File: src/rtl/pwmdb_pkg.sv
// constants for the three-unit pulse-width generator with dead-band stage
package pwmdb_pkg;

    localparam int unsigned NUM_UNITS = 3;
    localparam int unsigned CNT_W     = 16;
    localparam int unsigned NUM_OUTS  = 2 * NUM_UNITS;

    // register index = addr[7:4] unit, addr[3:0] register
    localparam logic [7:0] REG_CTRL     = 8'h00;
    localparam logic [7:0] REG_LOAD     = 8'h01;
    localparam logic [7:0] REG_CMPA     = 8'h02;
    localparam logic [7:0] REG_CMPB     = 8'h03;
    localparam logic [7:0] REG_ACT_A    = 8'h04;
    localparam logic [7:0] REG_ACT_B    = 8'h05;
    localparam logic [7:0] REG_DB_RISE  = 8'h06;
    localparam logic [7:0] REG_DB_FALL  = 8'h07;
    localparam logic [7:0] REG_COUNT    = 8'h08;
    localparam logic [7:0] REG_OUT_EN   = 8'hf0;
    localparam logic [7:0] REG_OUT_INV  = 8'hf1;
    localparam logic [7:0] REG_STATUS   = 8'hf2;

    // control register fields
    localparam int unsigned CTRL_RUN    = 0;
    localparam int unsigned CTRL_UPDOWN = 1;
    localparam int unsigned CTRL_DB_EN  = 2;

    // action field positions within an action register
    localparam int unsigned ACT_ZERO  = 0;
    localparam int unsigned ACT_LOAD  = 2;
    localparam int unsigned ACT_A_UP  = 4;
    localparam int unsigned ACT_A_DN  = 6;
    localparam int unsigned ACT_B_UP  = 8;
    localparam int unsigned ACT_B_DN  = 10;

    localparam logic [1:0] ACT_NONE   = 2'h0;
    localparam logic [1:0] ACT_TOGGLE = 2'h1;
    localparam logic [1:0] ACT_LOW    = 2'h2;
    localparam logic [1:0] ACT_HIGH   = 2'h3;

    localparam logic [15:0] RST_VALUE = 16'h0000;

endpackage

File: src/rtl/pwmdb_top.sv
// three pulse-width generator units with dead-band stage and output control
//
// Implementation choices: the plain strobed port and the register offsets.
`timescale 1ns/10ps
`default_nettype none
module pwmdb_top #(
    parameter int unsigned UNITS = pwmdb_pkg::NUM_UNITS,
    parameter int unsigned CW    = pwmdb_pkg::CNT_W
) (
    // clock and reset
    input  wire logic              clk,
    input  wire logic              rst,
    // register port
    input  wire logic [7:0]        reg_addr,
    input  wire logic [15:0]       reg_wdata,
    input  wire logic              reg_wr,
    input  wire logic              reg_rd,
    output logic      [15:0]       reg_rdata,
    // pins
    output logic      [2*UNITS-1:0] pwm_pin
);

    localparam int unsigned NO = 2 * UNITS;

    // software state: per-unit registers, then the shared pin enable and invert
    logic [2:0]    ctrl        [UNITS];
    logic [CW-1:0] load_value  [UNITS];
    logic [CW-1:0] cmp_a_value [UNITS];
    logic [CW-1:0] compare_b_value [UNITS];
    logic [11:0]   act_a       [UNITS];
    logic [11:0]   act_b       [UNITS];
    logic [CW-1:0] db_rise     [UNITS];
    logic [CW-1:0] db_fall     [UNITS];
    logic [NO-1:0] out_en;
    logic [NO-1:0] out_inv;

    // per-unit datapath state
    logic [CW-1:0] count       [UNITS];
    logic          dir_up      [UNITS];
    logic          first_wave_output  [UNITS];
    logic          second_wave_output [UNITS];
    logic [CW-1:0] db_cnt_hi   [UNITS];
    logic [CW-1:0] db_cnt_lo   [UNITS];
    logic          db_hi       [UNITS];
    logic          db_lo       [UNITS];
    logic [NO-1:0] raw_out;

    function automatic logic apply_act(input logic cur, input logic [1:0] act);
        logic r;
        r = cur;
        unique case (act)
            pwmdb_pkg::ACT_NONE:   r = cur;
            pwmdb_pkg::ACT_TOGGLE: r = ~cur;
            pwmdb_pkg::ACT_LOW:    r = 1'b0;
            pwmdb_pkg::ACT_HIGH:   r = 1'b1;
        endcase
        return r;
    endfunction

    // one generator output through its four events, matches losing to zero/load
    function automatic logic gen_step(input logic cur, input logic [11:0] act,
                                      input logic zero, input logic ld,
                                      input logic up_m, input logic dn_m,
                                      input logic use_a);
        logic r;
        r = cur;
        if (zero) begin
            r = apply_act(r, act[pwmdb_pkg::ACT_ZERO +: 2]);
        end
        if (ld) begin
            r = apply_act(r, act[pwmdb_pkg::ACT_LOAD +: 2]);
        end
        if (!zero && !ld) begin
            if (up_m) begin
                r = apply_act(r, use_a ? act[pwmdb_pkg::ACT_A_UP +: 2]
                                       : act[pwmdb_pkg::ACT_B_UP +: 2]);
            end
            if (dn_m) begin
                r = apply_act(r, use_a ? act[pwmdb_pkg::ACT_A_DN +: 2]
                                       : act[pwmdb_pkg::ACT_B_DN +: 2]);
            end
        end
        return r;
    endfunction

    // register writes
    always_ff @(posedge clk) begin
        if (rst) begin
            out_en  <= '0;
            out_inv <= '0;
        end else if (reg_wr && reg_addr == pwmdb_pkg::REG_OUT_EN) begin
            out_en <= reg_wdata[NO-1:0];
        end else if (reg_wr && reg_addr == pwmdb_pkg::REG_OUT_INV) begin
            out_inv <= reg_wdata[NO-1:0];
        end
    end

    for (genvar u = 0; u < UNITS; u++) begin : g_unit
        logic       zero_s;
        logic       load_s;
        logic       a_hit;
        logic       b_hit;
        logic       a_up;
        logic       a_dn;
        logic       b_up;
        logic       b_dn;
        logic [3:0] sel;

        assign sel = 4'(u);

        always_ff @(posedge clk) begin
            if (rst) begin
                ctrl[u]            <= '0;
                load_value[u]      <= pwmdb_pkg::RST_VALUE;
                cmp_a_value[u]     <= pwmdb_pkg::RST_VALUE;
                compare_b_value[u] <= pwmdb_pkg::RST_VALUE;
                act_a[u]           <= '0;
                act_b[u]           <= '0;
                db_rise[u]         <= pwmdb_pkg::RST_VALUE;
                db_fall[u]         <= pwmdb_pkg::RST_VALUE;
            end else if (reg_wr && reg_addr[7:4] == sel) begin
                unique case ({4'h0, reg_addr[3:0]})
                    pwmdb_pkg::REG_CTRL:    ctrl[u]            <= reg_wdata[2:0];
                    pwmdb_pkg::REG_LOAD:    load_value[u]      <= reg_wdata;
                    pwmdb_pkg::REG_CMPA:    cmp_a_value[u]     <= reg_wdata;
                    pwmdb_pkg::REG_CMPB:    compare_b_value[u] <= reg_wdata;
                    pwmdb_pkg::REG_ACT_A:   act_a[u]           <= reg_wdata[11:0];
                    pwmdb_pkg::REG_ACT_B:   act_b[u]           <= reg_wdata[11:0];
                    pwmdb_pkg::REG_DB_RISE: db_rise[u]         <= reg_wdata;
                    pwmdb_pkg::REG_DB_FALL: db_fall[u]         <= reg_wdata;
                    default: ;
                endcase
            end
        end

        // strobes decoded from the counter value, one clock each while load_value is nonzero
        assign zero_s = ctrl[u][pwmdb_pkg::CTRL_RUN] && count[u] == '0;
        assign load_s = ctrl[u][pwmdb_pkg::CTRL_RUN] && count[u] == load_value[u];
        // the count can still pass a value above a freshly lowered load, so gate it
        assign a_hit  = ctrl[u][pwmdb_pkg::CTRL_RUN] && count[u] == cmp_a_value[u]
                        && cmp_a_value[u] <= load_value[u];
        assign b_hit  = ctrl[u][pwmdb_pkg::CTRL_RUN] && count[u] == compare_b_value[u]
                        && compare_b_value[u] <= load_value[u];
        // direction qualifies matches; down mode has only down matches
        assign a_up   = a_hit && dir_up[u];
        assign a_dn   = a_hit && !dir_up[u];
        assign b_up   = b_hit && dir_up[u];
        assign b_dn   = b_hit && !dir_up[u];

        // counter
        always_ff @(posedge clk) begin
            if (rst) begin
                count[u]  <= '0;
                dir_up[u] <= 1'b0;
            end else if (!ctrl[u][pwmdb_pkg::CTRL_RUN]) begin
                count[u]  <= '0;
                dir_up[u] <= 1'b0;
            end else if (!ctrl[u][pwmdb_pkg::CTRL_UPDOWN]) begin
                // zero at n, load at n+1
                dir_up[u] <= 1'b0;
                count[u]  <= (count[u] == '0) ? load_value[u] : count[u] - 1'b1;
            end else begin
                if (count[u] == '0 && load_value[u] != '0) begin
                    dir_up[u] <= 1'b1;
                    count[u]  <= count[u] + 1'b1;
                end else if (count[u] >= load_value[u]) begin
                    dir_up[u] <= 1'b0;
                    count[u]  <= (count[u] == '0) ? '0 : count[u] - 1'b1;
                end else if (dir_up[u]) begin
                    count[u] <= count[u] + 1'b1;
                end else begin
                    count[u] <= count[u] - 1'b1;
                end
            end
        end

        // waveform generator; A drives first output, B second
        always_ff @(posedge clk) begin
            if (rst || !ctrl[u][pwmdb_pkg::CTRL_RUN]) begin
                first_wave_output[u]  <= 1'b0;
                second_wave_output[u] <= 1'b0;
            end else begin
                first_wave_output[u]  <= gen_step(first_wave_output[u], act_a[u],
                                                  zero_s, load_s, a_up, a_dn, 1'b1);
                second_wave_output[u] <= gen_step(second_wave_output[u], act_b[u],
                                                  zero_s, load_s, b_up, b_dn, 1'b0);
            end
        end

        // dead-band: each output rises only after its delay count has run
        always_ff @(posedge clk) begin
            if (rst) begin
                db_hi[u]     <= 1'b0;
                db_lo[u]     <= 1'b0;
                db_cnt_hi[u] <= '0;
                db_cnt_lo[u] <= '0;
            end else begin
                if (!first_wave_output[u]) begin
                    db_hi[u]     <= 1'b0;
                    db_cnt_hi[u] <= '0;
                end else if (db_cnt_hi[u] >= db_rise[u]) begin
                    db_hi[u] <= 1'b1;
                end else begin
                    db_cnt_hi[u] <= db_cnt_hi[u] + 1'b1;
                end
                if (first_wave_output[u]) begin
                    db_lo[u]     <= 1'b0;
                    db_cnt_lo[u] <= '0;
                end else if (db_cnt_lo[u] >= db_fall[u]) begin
                    db_lo[u] <= 1'b1;
                end else begin
                    db_cnt_lo[u] <= db_cnt_lo[u] + 1'b1;
                end
            end
        end

        // with dead-band on, each side falls at once with the input, so they can never overlap; with it off, A and B drive the pair directly
        assign raw_out[2*u]   = ctrl[u][pwmdb_pkg::CTRL_DB_EN] ? db_hi[u] & first_wave_output[u]
                                                               : first_wave_output[u];
        assign raw_out[2*u+1] = ctrl[u][pwmdb_pkg::CTRL_DB_EN] ? db_lo[u] & ~first_wave_output[u]
                                                               : second_wave_output[u];
    end

    // output control: disabled pins sit at their inactive level
    always_ff @(posedge clk) begin
        if (rst) begin
            pwm_pin <= '0;
        end else begin
            pwm_pin <= (raw_out & out_en) ^ out_inv;
        end
    end

    // read data, one cycle after the strobe; unmapped reads give zero
    always_ff @(posedge clk) begin
        if (rst || !reg_rd) begin
            reg_rdata <= '0;
        end else if (reg_addr == pwmdb_pkg::REG_OUT_EN) begin
            reg_rdata <= 16'(out_en);
        end else if (reg_addr == pwmdb_pkg::REG_OUT_INV) begin
            reg_rdata <= 16'(out_inv);
        end else if (reg_addr == pwmdb_pkg::REG_STATUS) begin
            reg_rdata <= 16'(raw_out);
        end else begin
            reg_rdata <= '0;
            for (int i = 0; i < UNITS; i++) begin
                if (reg_addr[7:4] == 4'(i)) begin
                    unique case ({4'h0, reg_addr[3:0]})
                        pwmdb_pkg::REG_CTRL:    reg_rdata <= {13'h0000, ctrl[i]};
                        pwmdb_pkg::REG_LOAD:    reg_rdata <= load_value[i];
                        pwmdb_pkg::REG_CMPA:    reg_rdata <= cmp_a_value[i];
                        pwmdb_pkg::REG_CMPB:    reg_rdata <= compare_b_value[i];
                        pwmdb_pkg::REG_ACT_A:   reg_rdata <= {4'h0, act_a[i]};
                        pwmdb_pkg::REG_ACT_B:   reg_rdata <= {4'h0, act_b[i]};
                        pwmdb_pkg::REG_DB_RISE: reg_rdata <= db_rise[i];
                        pwmdb_pkg::REG_DB_FALL: reg_rdata <= db_fall[i];
                        pwmdb_pkg::REG_COUNT:   reg_rdata <= {dir_up[i], 15'h0000} | count[i];
                        default:                reg_rdata <= '0;
                    endcase
                end
            end
        end
    end

endmodule
`default_nettype wire

File: config.mk
export PLATFORM = sky130hd
export DESIGN_NAME = pwmdb_top
export DESIGN_NICKNAME = d
export VERILOG_FILES = /design/src/rtl/pwmdb_pkg.sv /design/src/rtl/pwmdb_top.sv
export SDC_FILE = /design/constraint.sdc
export NUM_CORES = 1
export LEC_CHECK = 0
export BUFFER_PORTS_ARGS = -buffer_cell sky130_fd_sc_hd__buf_4
export CORE_MARGIN = 10
export CORE_UTILIZATION = 50
export CTS_BUF_LIST = sky130_fd_sc_hd__clkbuf_4 sky130_fd_sc_hd__clkbuf_8
export DETAILED_ROUTE_END_ITERATION = 10
export PLACE_DENSITY = 0.66
export SKIP_CTS_REPAIR_TIMING = 1
export SLEW_MARGIN = 40
export SYNTH_ARGS = -nofsm -noshare
export SYNTH_HDL_FRONTEND = slang
export SYNTH_SLANG_ARGS = --single-unit
File: constraint.sdc
create_clock -name clk -period 8.4 [get_ports clk]
set_input_delay 1.68 -clock clk [delete_from_list [all_inputs] [get_ports clk]]
set_output_delay 1.68 -clock clk [all_outputs]
set_load 0.05 [all_outputs]
# ---- After elaboration in Yosys (flattened, before gate mapping)
# Memory sizes are Yosys's and may differ from the RTL's.
# Cells that the tools add are included.
dict set report totals {
  out_inout_bits 22
  input_bits 28
  memories 16
  regBits 34
  mem_bits_rw 480
  elab_cells 796
}
dict set report classes {
  n_lt_le_gt_ge 15
  add_sub_neg 12
  n_eq_ne 94
  mux 442
  n_reduce_logical 92
  bitwise_logic 120
}
# memory words width read_ports rd_clocked_by_memory_dff write_ports line
set memory_table {}
lappend memory_table {cmp_a_value 3 16 3 0 3 pwmdb_top.sv:28} ;# logic [CW-1:0] cmp_a_value [UNITS];
lappend memory_table {compare_b_value 3 16 3 0 3 pwmdb_top.sv:29} ;# logic [CW-1:0] compare_b_value [UNITS];
lappend memory_table {count 3 16 3 0 3 pwmdb_top.sv:38} ;# logic [CW-1:0] count [UNITS];
lappend memory_table {db_cnt_hi 3 16 3 0 3 pwmdb_top.sv:42} ;# logic [CW-1:0] db_cnt_hi [UNITS];
lappend memory_table {db_cnt_lo 3 16 3 0 3 pwmdb_top.sv:43} ;# logic [CW-1:0] db_cnt_lo [UNITS];
lappend memory_table {db_fall 3 16 3 0 3 pwmdb_top.sv:33} ;# logic [CW-1:0] db_fall [UNITS];
lappend memory_table {{+10 memories} n/a n/a n/a n/a n/a n/a}
# cell count
set op_table {}
lappend op_table {{16-bit 2-to-1 mux} 54}
lappend op_table {{16-bit case mux with 9 select lines} 3}
lappend op_table {{1-bit 2-to-1 mux} 349}
lappend op_table {{16-bit by 1-bit adder with 16-bit output, second input constant} 9}
lappend op_table {{16-bit equality test} 9}
lappend op_table {{16-bit >= comparator} 9}
lappend op_table {{2-bit equality test, second input constant} 48}
lappend op_table {{16-bit less-or-equal comparator} 6}
lappend op_table {{1-bit case mux with 4 select lines} 24}
lappend op_table {{1-bit OR} 84}
lappend op_table {{12-bit 2-to-1 mux} 6}
lappend op_table {{2-bit by 1-bit equality test with 1-bit output, second input constant} 24}
lappend op_table {{16-bit logical NOT} 3}
lappend op_table {{2-bit logical NOT} 24}
lappend op_table {{16-bit OR} 3}
lappend op_table {{16-bit nonzero test} 3}
lappend op_table {{16-bit by 1-bit subtractor with 16-bit output, second input constant} 3}
lappend op_table {{1-bit logical AND} 41}
lappend op_table {{1-bit NOT} 25}
lappend op_table {{8-bit equality test, second input constant} 3}
lappend op_table {{6-bit 2-to-1 mux} 3}
lappend op_table {{4-bit by 3-bit equality test with 1-bit output, second input constant} 4}
lappend op_table {{1-bit logical NOT} 13}
lappend op_table {{4-bit by 2-bit equality test with 1-bit output, second input constant} 3}
lappend op_table {{other kinds (10)} 22}

# ---- Depth between registers and ports, before layout
# An unclocked memory read counts as a cell.
dict set report logic_depth {
  ltp_word 20
  ltp_mapped 13
  ltp_nobuf 12
}

# ---- Worst setup path after synthesis
# No wires, ideal clock.
dict set report synth_timing {
  kind {input to register}
  start {input reg_addr[0]}
  end {memory load_value[1][0] in the netlist's numbering (enable)}
  t_required_ns 8.008
  setup_ns 0.392
  n_path_buf 3
  stages 6
  path_slack_ns 4.616
  arrival_ns 3.392
  path_cell_list {clkbuf_1 nor2b_1 nand2_1 clkbuf_1 clkbuf_1 o21bai_1}
}
# item line
set synth_lines {}
lappend synth_lines {{start: declaration} pwmdb_top.sv:14} ;# input wire logic [7:0] reg_addr,
lappend synth_lines {{end: declaration} pwmdb_top.sv:27} ;# logic [CW-1:0] load_value [UNITS];

==> results.md <==
- Seq/Total Area, Yosys: 45.1%
- Synth Area in XOR/XNOR: 6.64%
- Filler instances: 5769
- R2R depth: 9
- Final #Nets: approximately 3700
- Initial DRC count: 3927
- Min-Delay Startpoint: out_en[3]$_SDFFE_PP0P_
- Vias: 27786
- Critical path launch point type: input pin
- Synthesized instance count: ~3300
- Worst setup margin: 4450 ps
- Clock slew at reported path FFs: 60 ps
- Crit Reg-Reg Endpoint: second_wave_output[1]$_SDFF_PP0_
- Max_slew headroom: a little over two fifths
- Period Utilization, post-route: around 47%
- Post-Layout Cell Count: ~4300
- Clock Latency Late Sink: between 700 and 800 ps
- TritonCTS buffer count: 90
- Detailed Place HPWL: 83.1 mm
- H-tree Lvls: 3
- WHS Path Cells: 2
- Pre-CTS setup slack: roughly 3200 ps
- Synth warn: 0
- WHS: approximately 480 ps
- Fmax achieved: 253 MHz
- Commonest non-fill, non-tap cell in the layout: edfxtp_1
- Setup TNS Final: 0 ps
- Seq cells post-synth: 514
- CTS tree: built
- Yosys cell types: 87
- Critical Path AT: between 4000 and 5000 ps
- Cell area after layout: about 37000 µm²
- Crit path cell chain: buf_4 -> nor3_2 -> and2_2 -> nand2_1 -> or2_2 -> nor2_1 -> and2_1
- Setup-failing EPs final: 0
- FF-to-FF Start: count[1][14]$_DFFE_PP_
- Area delta synth->final: 9.97%
- Static Leak: between 10 and 15 nW
- Starting Density: 50.6%
- IO Pins: 50
- Largest net degree at the start of global routing: 49
- GPL Wtd Cong: 1.00
- Root Buffer: clkbuf_8
- Die height: 278 µm
- Total global-route track usage: 29.5%
- R2r setup slk: between 4000 and 5000 ps
- DRC Markers: 0
- Core ar.: between 60000 and 70000 µm²
- Bufs and invs on worst path: 1
- Syn_area_per_cell: 9.99 µm²
- Synth Flop Type: edfxtp_1
- Main combinational cell family by area after synthesis: simple AND/OR/NAND/NOR gates
- Rows: between 90 and 100
- Die width: 278 µm
- GRT overflow: 0
- RSZ-0062 raised after global routing: false
- Drt first pass iters: 7
- CP max-delay cell: nor2_1
- Fin. Hold Viols: 0
- Commonest non-fill, non-tap cells in the layout: edfxtp_1, and2_1, ha_1
- Adder-cell area share of the yosys netlist: 9.56%
- Initial antenna violation count: 7
- Antenna viol nets, final: 0
- Post-Place Cells: 4154
- Final wirelength: 117 mm
- Share of cells above drive strength 1: 9.11%
- Routed WL per cell: 27.1 µm
- Hold Path End: out_en[3]$_SDFFE_PP0P_
- Number of synthesized flops with an enable pin: 474
- First-pass GRT wire length: 172 mm
- Maximum root-to-sink buffer count: 3
- Req. time, crit path: 8990 ps
- Count of pins over their slew limit: 0
- Post-synthesis async set-or-reset flop share: 0%
- Crit path capture type: flip-flop
- Placed instance area: between 30000 and 40000 µm²
- Crit Path Class: input pin to flip-flop
- CP peak stage delay: around 630 ps
- Number of global-route vias before repair: 26813
- Simple-Gate Fraction of Synth Area: 19.2%
- Status: finished clean
- Via density per instance: 6.42
- Min-delay worst type: flip-flop to flip-flop
- Clock Skew: 41.3 ps
- Die area: 77500 µm²
- Crit path time final: around 3900 ps
- Delay-heaviest family, CP: simple AND/OR/NAND/NOR gates
- Mapped cell area: 33400 µm²
- Slew @ Worst Pin: 840 ps
- Crit Path Max Fanout: 22
- Max IR drop VDD: 0.150 mV
- Total power per unit cell area: 171 nW/µm²
- Max_cap viols: 0
- Post-synthesis mux area share: less than 1%
- # clock sinks: 514
- IO Port Bufs: 49
- Compound-gate portion of the synthesized area: 14.6%
-- cell usage after synthesis (all sizes together) (95+ instances only) --
library cell / instances / area share (%)
xnor2: 151 / 4.0
a21oi: 145 / 2.2
ha: 255 / 9.6
clkbuf: 167 / 1.9
inv: 215 / 2.4
and2: 328 / 6.2
nand2: 159 / 1.8
edfxtp: 474 / 43
nor2: 264 / 3.0
o21ai: 95 / 1.4
nand3: 131 / 2.0
xor2: 102 / 2.7
-- worst register-to-register path, stage by stage, from the launching register on --
cell and delay [ps]:
edfxtp_1 590, or4_1 670, nor3_1 640, and2_1 460, a311oi_1 160, o22ai_1 280, nor4_1 110, or3b_1 420
xor2_1 170, a211oi_1 290
-- metrics by stage --
step	util (%)	power (mW)
floorplan	-	3.47
global placement	52.5	3.75
detailed placement	52.6	3.78
CTS	55.5	6.27
global route	55.6	6.47
finish	55.6	6.26
-- where the power goes --
group	switching [mW]	internal, mW	total [mW]	leakage, nW
Combinational	0.419	0.241	0.660	8.42
Sequential	0.206	2.90	3.10	5.15
Clock	1.15	1.35	2.50	1.00
-- sequential cells by signal, indices dropped and copies added, names as in the netlist, 6 cells and up --
register / flops
count: 48
compare_b_value: 48
pwm_pin: 6
db_fall: 48
ctrl: 9
db_cnt_hi: 48
act_b: 36
reg_rdata: 16
load_value: 48
db_cnt_lo: 48
act_a: 36
out_inv: 6
db_rise: 48
cmp_a_value: 48
out_en: 6
-- cell type report --
type	count	area [µm²]	area share (%)
diodes	3	7.51	0.0205
inverters	215	807	2.20
clock inverters	48	420	1.15
multi-input cells	2474	17200	46.8
clock buffers	120	1510	4.13
repair buffers	88	668	1.82
well taps	864	1080	2.95
flip-flops and latches	514	15000	41.0
-- cells by family (layout without fill, tap and decap cells) --
logic type / Yosys count / in the layout
xor+xnor: 253 / 253
fa+ha+maj: 255 / 255
buf+inv: 399 / 471
simple gates: 1209 / 1209
mux: 12 / 12
flops: 514 / 514
other cells: 1 / 51
compound gates: 697 / 697
-- worst max-delay path by stage --
| stage | endpoint | slack [ps] | startpoint | depth (start not counted) |
|---|---|---|---|---|
| floorplan | load_value[1][0]$_SDFFCE_PN0P_ | 4620 | reg_addr[0] | 6 |
| global placement | db_rise[2][1]$_SDFFCE_PN0P_ | 3400 | reg_addr[4] | 7 |
| detailed placement | db_rise[2][13]$_SDFFCE_PN0P_ | 3150 | reg_addr[4] | 7 |
| CTS | db_rise[2][0]$_SDFFCE_PN0P_ | 3920 | reg_addr[4] | 7 |
| global route | load_value[2][12]$_SDFFCE_PN0P_ | 4240 | reg_addr[4] | 7 |
| finish | cmp_a_value[2][10]$_SDFFCE_PN0P_ | 4450 | reg_addr[4] | 7 |
-- per-layer routing --
metal | vias up | global-route usage (%) | routed length [µm] | share of wire [%]
met5 | - | 0 | 0 | 0
met4 | 0 | 15.0 | 6420 | 5.5
met3 | 361 | 6.96 | 13100 | 11
met2 | 1710 | 44.9 | 51200 | 44
met1 | 13426 | 38.9 | 46700 | 40
li1 | 12289 | - | - | -
(Power assumes the default switching activity.)
